File: src/verilog/cstw_map.svh
// Purpose: Register offsets, field positions, reset values and timing counts of the clock system.
// Assumes: One aligned 32-bit word per register on AHB-Lite.
// Notes: Definitions only.
`ifndef CSTW_MAP_SVH
`define CSTW_MAP_SVH

// ------------------------------------------------------------
// Register byte offsets
// ------------------------------------------------------------
`define CSTW_OFF_CTRL 8'h00
`define CSTW_OFF_FASTTC 8'h04
`define CSTW_OFF_CTCMATCH 8'h08
`define CSTW_OFF_STATUS 8'h0C
`define CSTW_OFF_SRCSEL 8'h10
`define CSTW_OFF_PLLDIV 8'h14
`define CSTW_OFF_DIV0 8'h40
`define CSTW_NUM_DIV 14
`define CSTW_DIV_BUS 12
`define CSTW_DIV_CPU 13

// ------------------------------------------------------------
// Field positions
// ------------------------------------------------------------
`define CSTW_CTRL_CLR_BIT 0
`define CSTW_STAT_FAST_LSB 16
`define CSTW_STAT_LOCK_BIT 24
`define CSTW_SRC_DBL_LSB 4
`define CSTW_SRC_PLL_LSB 8
`define CSTW_PLL_FB_LSB 8
`define CSTW_DIVREG_SRC_LSB 16

// ------------------------------------------------------------
// Reset values and timing
// ------------------------------------------------------------
`define CSTW_FASTTC_RST 5'h1F
`define CSTW_CTCMATCH_RST 13'h1FFF
`define CSTW_DIVISOR_RST 16'h0002
`define CSTW_LOW_DIV 16'h0003
`define CSTW_CLK_PERIOD_NS 10
`define CSTW_PLL_LOCK_NS 250000
`define CSTW_PLL_LOCK_CYC (`CSTW_PLL_LOCK_NS / `CSTW_CLK_PERIOD_NS)
`define CSTW_WATCH_EDGES 32768

`endif

File: src/verilog/cstw_pkg.sv
// Purpose: Types shared by the clock system files.
// Assumes: Nothing beyond SystemVerilog packages.
// Notes: Numbers live in cstw_map.svh.
package cstw_pkg;

  // Reference choice for the doubler and the PLL.
  typedef enum logic [1:0] {
    REF_MAIN = 2'b00,
    REF_XTAL = 2'b01,
    REF_FABRIC = 2'b10
  } cstw_ref_e;

  // Main oscillator frequency choice: 3, 6, 12 or 24 MHz.
  typedef enum logic [1:0] {
    MAIN_3M = 2'b00,
    MAIN_6M = 2'b01,
    MAIN_12M = 2'b10,
    MAIN_24M = 2'b11
  } cstw_main_e;

  // PLL lock tracker states.
  typedef enum logic [1:0] {
    LK_OFF = 2'b00,
    LK_WAIT = 2'b01,
    LK_DONE = 2'b10
  } cstw_lock_e;

  // Control word, bits 6:1 of the control register.
  typedef struct packed {
    logic usbLock;
    logic watchPwr;
    logic pllEn;
    logic ctcWakeEn;
    logic ctcIrqEn;
    logic fastIrqEn;
  } cstw_ctrl_s;

  // One divider's setup.
  typedef struct packed {
    logic [2:0] src;
    logic [15:0] divisor;
  } cstw_div_s;

endpackage : cstw_pkg

File: src/verilog/cstw_clkdiv.sv
// Purpose: Source-selectable divider with near 50% duty output.
// Assumes: Source levels are synchronous to ref_clk and much slower than it.
// Notes: A new setup is taken only at the end of a low phase.
`include "cstw_map.svh"

module cstw_clkdiv
  import cstw_pkg::*;
(
  input wire logic ref_clk,
  input wire logic rst_n,
  input wire logic [7:0] srcLvl,
  input wire cstw_div_s setup,
  output logic clkOut
);

  cstw_div_s act_q; // Setup in force.
  logic [7:0] prev_q; // Previous source levels.
  logic [15:0] cnt_q; // Source edges in this period.
  logic [15:0] div; // Divisor, at least two.
  logic edgeHit; // Rising edge of the chosen source.

  assign div = (act_q.divisor < 16'h0002) ? 16'h0002 : act_q.divisor;
  assign edgeHit = srcLvl[act_q.src] & ~prev_q[act_q.src];

  // Remember every source so a switch sees no false edge.
  always_ff @(posedge ref_clk) begin
    if (!rst_n) begin
      prev_q <= 8'h00;
    end else begin
      prev_q <= srcLvl;
    end
  end

  // Count edges; output is high for the first half of the period.
  // The setup is swapped only when the output is low and the period
  // closes, so no runt pulse can appear on a change.
  always_ff @(posedge ref_clk) begin
    if (!rst_n) begin
      cnt_q <= 16'h0000;
      clkOut <= 1'b0;
      act_q <= '{src: 3'h0, divisor: `CSTW_DIVISOR_RST};
    end else if (edgeHit) begin
      if (cnt_q >= div - 16'h0001) begin
        cnt_q <= 16'h0000;
        clkOut <= 1'b1;
        act_q <= setup;
      end else begin
        cnt_q <= cnt_q + 16'h0001;
        clkOut <= (cnt_q + 16'h0001) < (div >> 1);
      end
    end
  end
endmodule : cstw_clkdiv

File: src/verilog/cstw_clock_sys.sv
// Purpose: Clock source control, tick counters and dividers behind an AHB-Lite slave.
// Assumes: Oscillator levels arrive synchronous to ref_clk; analog parts sit outside.
// Notes: Zero wait state slave, every answer OKAY.
//
// How it works
// - 13-bit central counter steps on 1 kHz edges
// - Central counter halts in hibernate or debug halt
// - Firmware clears central counter to zero
// - Central counter match raises interrupt, and wakeup in low power
// - 5-bit fast counter on 100 kHz, programmable end
// - Fast counter restarts itself at terminal count
// - Fast interrupt only when enabled
// - 1, 33 and 100 kHz clocks offered
// - 33 kHz is 100 kHz divided by three
// - Main oscillator 3/6/12/24 MHz, own trim each
// - Doubler input from main, crystal or fabric
// - PLL reference from main, crystal or fabric
// - PLL input and feedback dividers, 4096 ratios
// - PLL lock bit after lock time; gate output
// - Lock indication driven out to fabric
// - Divided outputs have 50% duty for even divisors
// - Eight digital, four analog, bus and CPU dividers
// - Watch crystal gives one-second interrupt
// - Watch crystal power mode selectable
// - USB lock mode for main oscillator
`include "cstw_map.svh"

module cstw_clock_sys
  import cstw_pkg::*;
#(
  parameter int LOCK_CYC = `CSTW_PLL_LOCK_CYC,
  parameter int WATCH_EDGES = `CSTW_WATCH_EDGES,
  parameter logic [31:0] TRIM_TABLE = 32'h80808080
)
(
  input wire logic ref_clk,
  input wire logic rst_n,
  input wire logic hsel,
  input wire logic [31:0] haddr,
  input wire logic [1:0] htrans,
  input wire logic hwrite,
  input wire logic [2:0] hsize,
  input wire logic [31:0] hwdata,
  input wire logic hready,
  output logic hreadyout,
  output logic hresp,
  output logic [31:0] hrdata,
  input wire logic mainOscClk,
  input wire logic fastXtalClk,
  input wire logic fabricClk,
  input wire logic pllClk,
  input wire logic doublerClk,
  input wire logic lowSpeed1k,
  input wire logic lowSpeed100k,
  input wire logic watchXtalClk,
  input wire logic hibernate,
  input wire logic debugHalt,
  input wire logic lowPower,
  output logic slowTickClk,
  output logic fastLowClk,
  output logic dividedLowClk,
  output logic [13:0] divClk,
  output logic ctcIrq,
  output logic ctcWake,
  output logic fastIrq,
  output logic rtcSecIrq,
  output logic pllLock,
  output logic pllLockFabric,
  output logic pllEnable,
  output logic [5:0] pllInDiv,
  output logic [5:0] pllFbDiv,
  output cstw_ref_e pllSrc,
  output cstw_ref_e doublerSrc,
  output cstw_main_e mainFreq,
  output logic [7:0] mainTrim,
  output logic watchPwr,
  output logic usbLock
);

  // ------------------------------------------------------------
  // Bus slave
  // ------------------------------------------------------------
  logic wrPend_q; // Write data phase follows.
  logic [7:0] wrAddr_q; // Offset of the pending write.
  logic take; // Address phase accepted.
  logic [7:0] off; // Offset in the page.
  cstw_ctrl_s ctrl_q; // Control bits.
  logic clrReq_q; // One-cycle central counter clear.
  logic [4:0] fastTc_q; // Fast counter terminal count.
  logic [12:0] ctcMatch_q; // Central counter match value.
  logic [1:0] freqSel_q; // Main oscillator frequency.
  logic [1:0] dblSel_q; // Doubler input.
  logic [1:0] pllSel_q; // PLL reference.
  logic [5:0] inDiv_q; // PLL input divider.
  logic [5:0] fbDiv_q; // PLL feedback divider.
  cstw_div_s divCfg_q [`CSTW_NUM_DIV]; // Divider setups.
  logic [12:0] ctc_q; // Central counter.
  logic [4:0] fast_q; // Fast counter.
  cstw_lock_e lk_q; // Lock tracker.

  assign take = hsel & htrans[1] & hready;
  assign off = haddr[7:0];

  // Index of a divider register, or 15 for none.
  function automatic logic [3:0] divIdx(input logic [7:0] a);
    logic [7:0] rel;
    rel = a - `CSTW_OFF_DIV0;
    if (a >= `CSTW_OFF_DIV0 && rel[1:0] == 2'b00 && rel[7:2] < `CSTW_NUM_DIV) begin
      divIdx = rel[5:2];
    end else begin
      divIdx = 4'hF;
    end
  endfunction : divIdx

  // Read value of an offset; holes read zero.
  function automatic logic [31:0] readVal(input logic [7:0] a);
    logic [3:0] i;
    readVal = 32'h0000_0000;
    i = divIdx(a);
    if (a == `CSTW_OFF_CTRL) begin
      readVal[6:1] = ctrl_q;
    end else if (a == `CSTW_OFF_FASTTC) begin
      readVal[4:0] = fastTc_q;
    end else if (a == `CSTW_OFF_CTCMATCH) begin
      readVal[12:0] = ctcMatch_q;
    end else if (a == `CSTW_OFF_STATUS) begin
      readVal[12:0] = ctc_q;
      readVal[`CSTW_STAT_FAST_LSB +: 5] = fast_q;
      readVal[`CSTW_STAT_LOCK_BIT] = pllLock;
    end else if (a == `CSTW_OFF_SRCSEL) begin
      readVal[1:0] = freqSel_q;
      readVal[`CSTW_SRC_DBL_LSB +: 2] = dblSel_q;
      readVal[`CSTW_SRC_PLL_LSB +: 2] = pllSel_q;
    end else if (a == `CSTW_OFF_PLLDIV) begin
      readVal[5:0] = inDiv_q;
      readVal[`CSTW_PLL_FB_LSB +: 6] = fbDiv_q;
    end else if (i != 4'hF) begin
      readVal[15:0] = divCfg_q[i].divisor;
      readVal[`CSTW_DIVREG_SRC_LSB +: 3] = divCfg_q[i].src;
    end
  endfunction : readVal

  // Never stall and always answer OKAY, so the data phase is one cycle.
  always_ff @(posedge ref_clk) begin
    if (!rst_n) begin
      hreadyout <= 1'b1;
      hresp <= 1'b0;
    end else begin
      hreadyout <= 1'b1;
      hresp <= 1'b0;
    end
  end

  // Read data is prepared at the address phase so it stands in the data phase.
  always_ff @(posedge ref_clk) begin
    if (!rst_n) begin
      hrdata <= 32'h0000_0000;
    end else if (take && !hwrite) begin
      hrdata <= readVal(off);
    end
  end

  // Latch the write address; data comes one cycle later.
  always_ff @(posedge ref_clk) begin
    if (!rst_n) begin
      wrPend_q <= 1'b0;
      wrAddr_q <= 8'h00;
    end else begin
      wrPend_q <= take & hwrite;
      wrAddr_q <= off;
    end
  end

  // ------------------------------------------------------------
  // Configuration registers
  // ------------------------------------------------------------
  // Writes land in the data phase. The clear bit is a self-ending pulse.
  always_ff @(posedge ref_clk) begin
    if (!rst_n) begin
      ctrl_q <= '0;
      clrReq_q <= 1'b0;
      fastTc_q <= `CSTW_FASTTC_RST;
      ctcMatch_q <= `CSTW_CTCMATCH_RST;
      freqSel_q <= 2'b00;
      dblSel_q <= 2'b00;
      pllSel_q <= 2'b00;
      inDiv_q <= 6'h00;
      fbDiv_q <= 6'h00;
    end else begin
      clrReq_q <= 1'b0;
      if (wrPend_q) begin
        if (wrAddr_q == `CSTW_OFF_CTRL) begin
          ctrl_q <= hwdata[6:1];
          clrReq_q <= hwdata[`CSTW_CTRL_CLR_BIT];
        end else if (wrAddr_q == `CSTW_OFF_FASTTC) begin
          fastTc_q <= hwdata[4:0];
        end else if (wrAddr_q == `CSTW_OFF_CTCMATCH) begin
          ctcMatch_q <= hwdata[12:0];
        end else if (wrAddr_q == `CSTW_OFF_SRCSEL) begin
          freqSel_q <= hwdata[1:0];
          dblSel_q <= hwdata[`CSTW_SRC_DBL_LSB +: 2];
          pllSel_q <= hwdata[`CSTW_SRC_PLL_LSB +: 2];
        end else if (wrAddr_q == `CSTW_OFF_PLLDIV) begin
          inDiv_q <= hwdata[5:0];
          fbDiv_q <= hwdata[`CSTW_PLL_FB_LSB +: 6];
        end
      end
    end
  end

  // Divider setups; the CPU divider keeps only four divisor bits.
  always_ff @(posedge ref_clk) begin
    if (!rst_n) begin
      for (int k = 0; k < `CSTW_NUM_DIV; k++) begin
        divCfg_q[k] <= '{src: 3'h0, divisor: `CSTW_DIVISOR_RST};
      end
    end else if (wrPend_q && divIdx(wrAddr_q) != 4'hF) begin
      divCfg_q[divIdx(wrAddr_q)].src <= hwdata[`CSTW_DIVREG_SRC_LSB +: 3];
      if (divIdx(wrAddr_q) == 4'(`CSTW_DIV_CPU)) begin
        divCfg_q[divIdx(wrAddr_q)].divisor <= {12'h000, hwdata[3:0]};
      end else begin
        divCfg_q[divIdx(wrAddr_q)].divisor <= hwdata[15:0];
      end
    end
  end

  // Settings to the analog parts. Fabric is code 2'b10; code 2'b11 also picks fabric.
  always_ff @(posedge ref_clk) begin
    if (!rst_n) begin
      mainFreq <= MAIN_3M;
      mainTrim <= 8'h00;
      doublerSrc <= REF_MAIN;
      pllSrc <= REF_MAIN;
      pllInDiv <= 6'h00;
      pllFbDiv <= 6'h00;
      pllEnable <= 1'b0;
      watchPwr <= 1'b0;
      usbLock <= 1'b0;
    end else begin
      mainFreq <= cstw_main_e'(freqSel_q);
      mainTrim <= TRIM_TABLE[{freqSel_q, 3'b000} +: 8];
      doublerSrc <= dblSel_q[1] ? REF_FABRIC : cstw_ref_e'(dblSel_q);
      pllSrc <= pllSel_q[1] ? REF_FABRIC : cstw_ref_e'(pllSel_q);
      pllInDiv <= inDiv_q;
      pllFbDiv <= fbDiv_q;
      pllEnable <= ctrl_q.pllEn;
      watchPwr <= ctrl_q.watchPwr;
      usbLock <= ctrl_q.usbLock;
    end
  end

  // ------------------------------------------------------------
  // Low-speed clocks and tick counters
  // ------------------------------------------------------------
  logic prev1k_q; // Last 1 kHz level.
  logic prev100k_q; // Last 100 kHz level.
  logic prevWatch_q; // Last watch crystal level.
  logic rise1k; // 1 kHz rising edge.
  logic rise100k; // 100 kHz rising edge.
  logic [15:0] watchCnt_q; // Watch crystal edges this second.

  assign rise1k = lowSpeed1k & ~prev1k_q;
  assign rise100k = lowSpeed100k & ~prev100k_q;

  // Direct low-speed clocks and edge history.
  always_ff @(posedge ref_clk) begin
    if (!rst_n) begin
      prev1k_q <= 1'b0;
      prev100k_q <= 1'b0;
      prevWatch_q <= 1'b0;
      slowTickClk <= 1'b0;
      fastLowClk <= 1'b0;
    end else begin
      prev1k_q <= lowSpeed1k;
      prev100k_q <= lowSpeed100k;
      prevWatch_q <= watchXtalClk;
      slowTickClk <= lowSpeed1k;
      fastLowClk <= lowSpeed100k;
    end
  end

  // Central counter. A clear wins over a step; the hold stops stepping but not a clear.
  always_ff @(posedge ref_clk) begin
    if (!rst_n) begin
      ctc_q <= 13'h0000;
      ctcIrq <= 1'b0;
      ctcWake <= 1'b0;
    end else begin
      ctcIrq <= 1'b0;
      ctcWake <= 1'b0;
      if (clrReq_q) begin
        ctc_q <= 13'h0000;
      end else if (rise1k && !hibernate && !debugHalt) begin
        ctc_q <= ctc_q + 13'h0001;
        if (ctc_q + 13'h0001 == ctcMatch_q) begin
          ctcIrq <= ctrl_q.ctcIrqEn;
          ctcWake <= ctrl_q.ctcWakeEn & lowPower;
        end
      end
    end
  end

  // Fast counter restarts on its own at the terminal count.
  always_ff @(posedge ref_clk) begin
    if (!rst_n) begin
      fast_q <= 5'h00;
      fastIrq <= 1'b0;
    end else begin
      fastIrq <= 1'b0;
      if (rise100k) begin
        if (fast_q == fastTc_q) begin
          fast_q <= 5'h00;
          fastIrq <= ctrl_q.fastIrqEn;
        end else begin
          fast_q <= fast_q + 5'h01;
        end
      end
    end
  end

  // One pulse per WATCH_EDGES watch crystal edges, i.e. each second.
  always_ff @(posedge ref_clk) begin
    if (!rst_n) begin
      watchCnt_q <= 16'h0000;
      rtcSecIrq <= 1'b0;
    end else begin
      rtcSecIrq <= 1'b0;
      if (watchXtalClk && !prevWatch_q) begin
        if (watchCnt_q == 16'(WATCH_EDGES - 1)) begin
          watchCnt_q <= 16'h0000;
          rtcSecIrq <= 1'b1;
        end else begin
          watchCnt_q <= watchCnt_q + 16'h0001;
        end
      end
    end
  end

  // ------------------------------------------------------------
  // PLL lock tracking
  // ------------------------------------------------------------
  logic [31:0] lkCnt_q; // Cycles of the current lock wait.

  // Any change of reference or ratio restarts the wait, since the loop relocks.
  always_ff @(posedge ref_clk) begin
    if (!rst_n) begin
      lk_q <= LK_OFF;
      lkCnt_q <= 32'h0000_0000;
      pllLock <= 1'b0;
      pllLockFabric <= 1'b0;
    end else begin
      case (lk_q)
        LK_OFF: begin
          lkCnt_q <= 32'h0000_0000;
          if (ctrl_q.pllEn) begin
            lk_q <= LK_WAIT;
          end
        end
        LK_WAIT: begin
          lkCnt_q <= lkCnt_q + 32'h0000_0001;
          if (lkCnt_q == 32'(LOCK_CYC - 1)) begin
            lk_q <= LK_DONE;
          end
        end
        default: begin
          lkCnt_q <= 32'h0000_0000;
        end
      endcase
      if (!ctrl_q.pllEn) begin
        lk_q <= LK_OFF;
      end else if (wrPend_q && (wrAddr_q == `CSTW_OFF_PLLDIV || wrAddr_q == `CSTW_OFF_SRCSEL)) begin
        lk_q <= LK_WAIT;
        lkCnt_q <= 32'h0000_0000;
      end
      pllLock <= (lk_q == LK_DONE) && ctrl_q.pllEn;
      pllLockFabric <= (lk_q == LK_DONE) && ctrl_q.pllEn;
    end
  end

  // ------------------------------------------------------------
  // Dividers
  // ------------------------------------------------------------
  logic [7:0] srcLvl; // Divider inputs; the PLL is held off until locked.

  assign srcLvl = {dividedLowClk, lowSpeed100k, lowSpeed1k, doublerClk,
                   pllClk & pllLock, fabricClk, fastXtalClk, mainOscClk};

  // 33 kHz from 100 kHz by three.
  cstw_clkdiv u_div33 (
    .ref_clk(ref_clk),
    .rst_n(rst_n),
    .srcLvl({7'h00, lowSpeed100k}),
    .setup(cstw_div_s'{src: 3'h0, divisor: `CSTW_LOW_DIV}),
    .clkOut(dividedLowClk)
  );

  // Digital 0..7, analog 8..11, bus 12, CPU 13.
  for (genvar g = 0; g < `CSTW_NUM_DIV; g++) begin : g_div
    cstw_clkdiv u_div (
      .ref_clk(ref_clk),
      .rst_n(rst_n),
      .srcLvl(srcLvl),
      .setup(divCfg_q[g]),
      .clkOut(divClk[g])
    );
  end
endmodule : cstw_clock_sys

File: config.mk
export PLATFORM = sky130hd
export DESIGN_NAME = cstw_clock_sys
export DESIGN_NICKNAME = d
export VERILOG_FILES = /design/src/verilog/cstw_pkg.sv /design/src/verilog/cstw_clkdiv.sv /design/src/verilog/cstw_clock_sys.sv
export VERILOG_INCLUDE_DIRS = /design/src /design/src/verilog
export SDC_FILE = /design/constraint.sdc
export NUM_CORES = 2
export LEC_CHECK = 0
export ABC_CLOCK_PERIOD_IN_PS = 11170
export BUFFER_PORTS_ARGS = -buffer_cell sky130_fd_sc_hd__clkbuf_2
export CORE_AREA = 10 10 395 397
export CTS_CLUSTER_SIZE = 14
export DETAILED_ROUTE_END_ITERATION = 10
export DIE_AREA = 0 0 405 407
export SETUP_SLACK_MARGIN = 0.2
export SYNTH_ARGS = -nofsm -noshare
export SYNTH_HDL_FRONTEND = slang
export SYNTH_HIERARCHICAL = 1
export SYNTH_SLANG_ARGS = --single-unit
export TNS_END_PERCENT = 10
File: constraint.sdc
create_clock -name ref_clk -period 11.17 [get_ports ref_clk]
set_input_delay 0.5585 -clock ref_clk [delete_from_list [all_inputs] [get_ports ref_clk]]
set_output_delay 0.5585 -clock ref_clk [all_outputs]
set_load 0.01 [all_outputs]
==> out/metrics.yaml <==
floorplan:
  num_rows: 141
  core_um2: 147000
  die_h_um: 407
  start_util: 0.449
  dieArea_um2: 165000
  die_width_um: 405
  pin_count: 171
clock_network:
  cts_buffers: 130
  htreeDepth: 4
  path_clk_slew_ns: 0.06
  worst_skew_pair.late_latency_ns: 0.78
  clk_path_buf_depth: 3
  cts_tree: "yes"
  cts_num_sinks: 1103
  cts_root_buffer: "clkbuf_16"
  ctsResizeCount: 0
timing:
  setup_viol: 0
  rsz0062_at_grt: "no"
  skew_ns: 0.0432
  worst_pin_slew_ns: 1.22
  slew_headroom: 0.185
  fin_crit_ns: 4.93
  finalHoldViolCount: 0
  slew_violations: 0
  clock.fmax_ghz: 0.203
  fin_setup_tns_ns: 0
  timing.final.crit_share: 0.441
setup_path:
  worstPathRequired_ns: 11.85
  crit_start: "g_div[6].u_div/act_q[6]$_SDFFE_PN0P_"
  crit_path_end_kind: "flop"
  cp-start-kind: "flop"
  r2r-end: "g_div[6].u_div/act_q[5]$_SDFFE_PN0P_"
  cp-endpoint: "g_div[6].u_div/act_q[5]$_SDFFE_PN0P_"
  crit_fanout: 32
  regToRegSetupSlack_ns: 6.24
  reg2reg_from: "g_div[6].u_div/act_q[6]$_SDFFE_PN0P_"
  critPathKind: "reg2reg"
  worstPathArrival_ns: 5.61
  ff2ff_path_depth: 14
final_layout:
  drive_gt1_frac: 0.0725
  syn2layout_area_growth_pct: 9.37
  final_util: 0.491
  fin_nets: 8027
  final_cells: 9499
route:
  route.detailed.drc: 0
  avgRoutedWirePerCell_um: 21.1
  wirelength_um: 201000
  first_pass_iters: 6
  drt_iter0_drc: 5059
  detail-route-antenna-nets: 0
  dr_total_vias: 54800
  vias_per_cell: 5.77
synthesis:
  syn_inst: 7462
  netlist_area_um2: 66200
  yosysSeqAreaShare: 0.374
  synthArstFlopShare: 0
  synth_top_area_cell: "dfxtp_1"
  synth_area_per_cell_um2: 8.87
  synth_top_area_frac: 0.252
  ys.flop_type: "dfxtp_1"
  synth-edff-count: 271
  synth-seq-cells: 1103
  synth_cell_type_count: 95
  yosysWarnings: 6
  ys_top_cells_by_area: "dfxtp_1 (25%), edfxtp_1 (12%), ha_1 (9.1%)"
global_routing:
  antenna_found_initial: 17
  overflow: 0
  grt_usage: 0.236
  grt_start_max_net_pins: 202
  grt_pass1_wl_um: 308000
  grt_pass1_vias: 52200
place:
  gp_congestion: 0.969
  hpwl_um: 145000
  port-buffer-count: 110
  dp.cells: 9252
min_path:
  holdCritPathClass: "in2reg"
pwr:
  powerDensity_nw_per_um2: 159
  leakagePower_nw: 28.0
  ir_worst_vdd_uv: 158
run:
  drv_cap: 0
run_status:
  status: "finished clean"
## through the flow
stage	setup WS [ns]	area, µm²	power (mW)	hold WS, ns
3_3_place_gp	6.34	68000	7.16	0.428
5_1_grt	5.80	72400	12.1	0.0431
4_1_cts	6.26	72400	11.6	0.00608
6_report	6.24	72400	11.5	0.0551
2_1_floorplan	7.10	66500	6.59	0.418
3_5_place_dp	6.26	68000	7.22	0.449
## final cells by class
class / count / area (µm²)
fillers: 13900 / 75100
diodes: 6 / 15.0
inverters: 318 / 1190
clock buffers: 172 / 3540
flip-flops and latches: 1103 / 24800
well taps: 1930 / 2410
clock inverters: 65 / 822
repair buffers: 167 / 1050
multi-input cells: 5738 / 38600
## layer usage
| layer | global-route usage | up-vias | share of wire |
|---|---|---|---|
| met5 | 0 | - | 0.00051 |
| met2 | 0.378 | 1835 | 0.45 |
| met1 | 0.314 | 26200 | 0.43 |
| li1 | - | 26400 | - |
| met3 | 0.0529 | 358 | 0.083 |
| met4 | 0.0814 | 14 | 0.033 |
## power by group
group	total (mW)	internal, mW	switching, mW
clock	4.37	2.54	1.83
sequential	4.54	4.30	0.248
combinational	2.61	1.01	1.60
total	11.5	7.84	3.68
## flip-flops by register name, indices dropped and copies added, names as in the netlist, 5 cells and up
| signal | cells |
|---|---|
| g_div.u_div/prev_q | 112 |
| fastTc_q | 5 |
| u_div33/act_q | 19 |
| u_div33/cnt_q | 16 |
| u_div33/prev_q | 8 |
| g_div.u_div/cnt_q | 224 |
| g_div.u_div/act_q | 266 |
| wrAddr_q | 8 |
| g_div.u_div/clkOut | 14 |
| fbDiv_q | 6 |
| fast_q | 5 |
| ctcMatch_q | 13 |
| divCfg_q | 271 |
| watchCnt_q | 16 |
| hrdata | 22 |
| pllInDiv | 6 |
| inDiv_q | 6 |
| lkCnt_q | 32 |
| ctc_q | 13 |
| pllFbDiv | 6 |
| ctrl_q | 6 |
## cells in the mapped netlist (all sizes together), types with 13 or more instances
master   number
o211ai       45
o21ai       162
dfxtp       832
ha          484
a21boi       22
or4          35
and4         13
o311ai       21
a211oi       48
nand3       481
o21a         23
xor2        325
or3b         60
nand2       971
nor2b        90
o2111ai      38
buf         131
and2        157
and3        165
xnor2       331
a21oi       166
nor4         80
or2          32
o22ai        21
or3          46
edfxtp      271
nand2b       58
a21o         69
o221ai       32
nor3        321
a31o         18
o2111a       16
nor2        557
a41oi        15
nor4b        16
clkbuf      237
mux2i       366
inv         318
a22oi        17
nand4       144
a31oi        82
nand3b       43
a211o        22
## layout by cell type, fill, tap and decap left out, types with 45 or more instances in the layout
cell type / count
a21o_1: 69
nand4_1: 143
and3_1: 165
clkbuf_16: 130
nand2b_1: 58
nand2_1: 956
edfxtp_1: 271
ha_1: 484
nand3_1: 481
dfxtp_1: 832
a31oi_1: 81
nor2_1: 554
mux2i_1: 366
clkbuf_2: 108
nor3_1: 295
o21ai_0: 138
nor4_1: 73
buf_4: 49
conb_1: 67
xnor2_1: 331
nor2b_1: 90
inv_1: 318
xor2_1: 325
a21oi_1: 150
o211ai_1: 45
and2_1: 156
## cell families (layout without fill, tap and decap cells)
logic type                 Yosys count  in the layout  share of synthesized area
and+or+nand+nor                   3292           3292                      0.251
DFF                               1103           1103                      0.374
AOI/OAI and AO/OA                  864            864                     0.0919
buffers and inverters              686            722                     0.0467
xor gates and xnor gates           656            656                     0.0868
adders and majority gates          484            484                     0.0915
muxes                              375            375                     0.0572
other                                2             73                   0.000113
## repair_timing
item,in CTS,in global routing
hold endpoints to repair,4,0
setup endpoints to repair,0,0
hold buffers,4,0
buffers inserted,0,0
## how the worst min path moves through the flow
stage | cells after the start | to | startpoint
2_1_floorplan | 1 | lkCnt_q[0]$_SDFF_PN0_ | lkCnt_q[0]$_SDFF_PN0_
3_3_place_gp | 1 | lkCnt_q[0]$_SDFF_PN0_ | lkCnt_q[0]$_SDFF_PN0_
3_5_place_dp | 1 | lkCnt_q[0]$_SDFF_PN0_ | lkCnt_q[0]$_SDFF_PN0_
4_1_cts | 3 | ctcMatch_q[7]$_SDFFE_PN1P_ | hwdata[7]
5_1_grt | 3 | wrPend_q$_SDFF_PN0_ | htrans[1]
6_report | 3 | ctcMatch_q[7]$_SDFFE_PN1P_ | hwdata[7]
## critical path: stages, from the launching register on
cell,delay [ns]
dfxtp_1,0.36
or4_1,0.69
nor4_4,0.33
nand2_1,0.11
o21ai_0,0.27
ha_1,0.27
nand2_1,0.17
nor4_1,0.40
xnor2_1,0.14
ha_1,0.31
nand4_1,0.13
a31oi_1,0.21
o21ai_2,0.19
a21oi_4,0.95
mux2i_1,0.30
(Power assumes the default switching activity.)
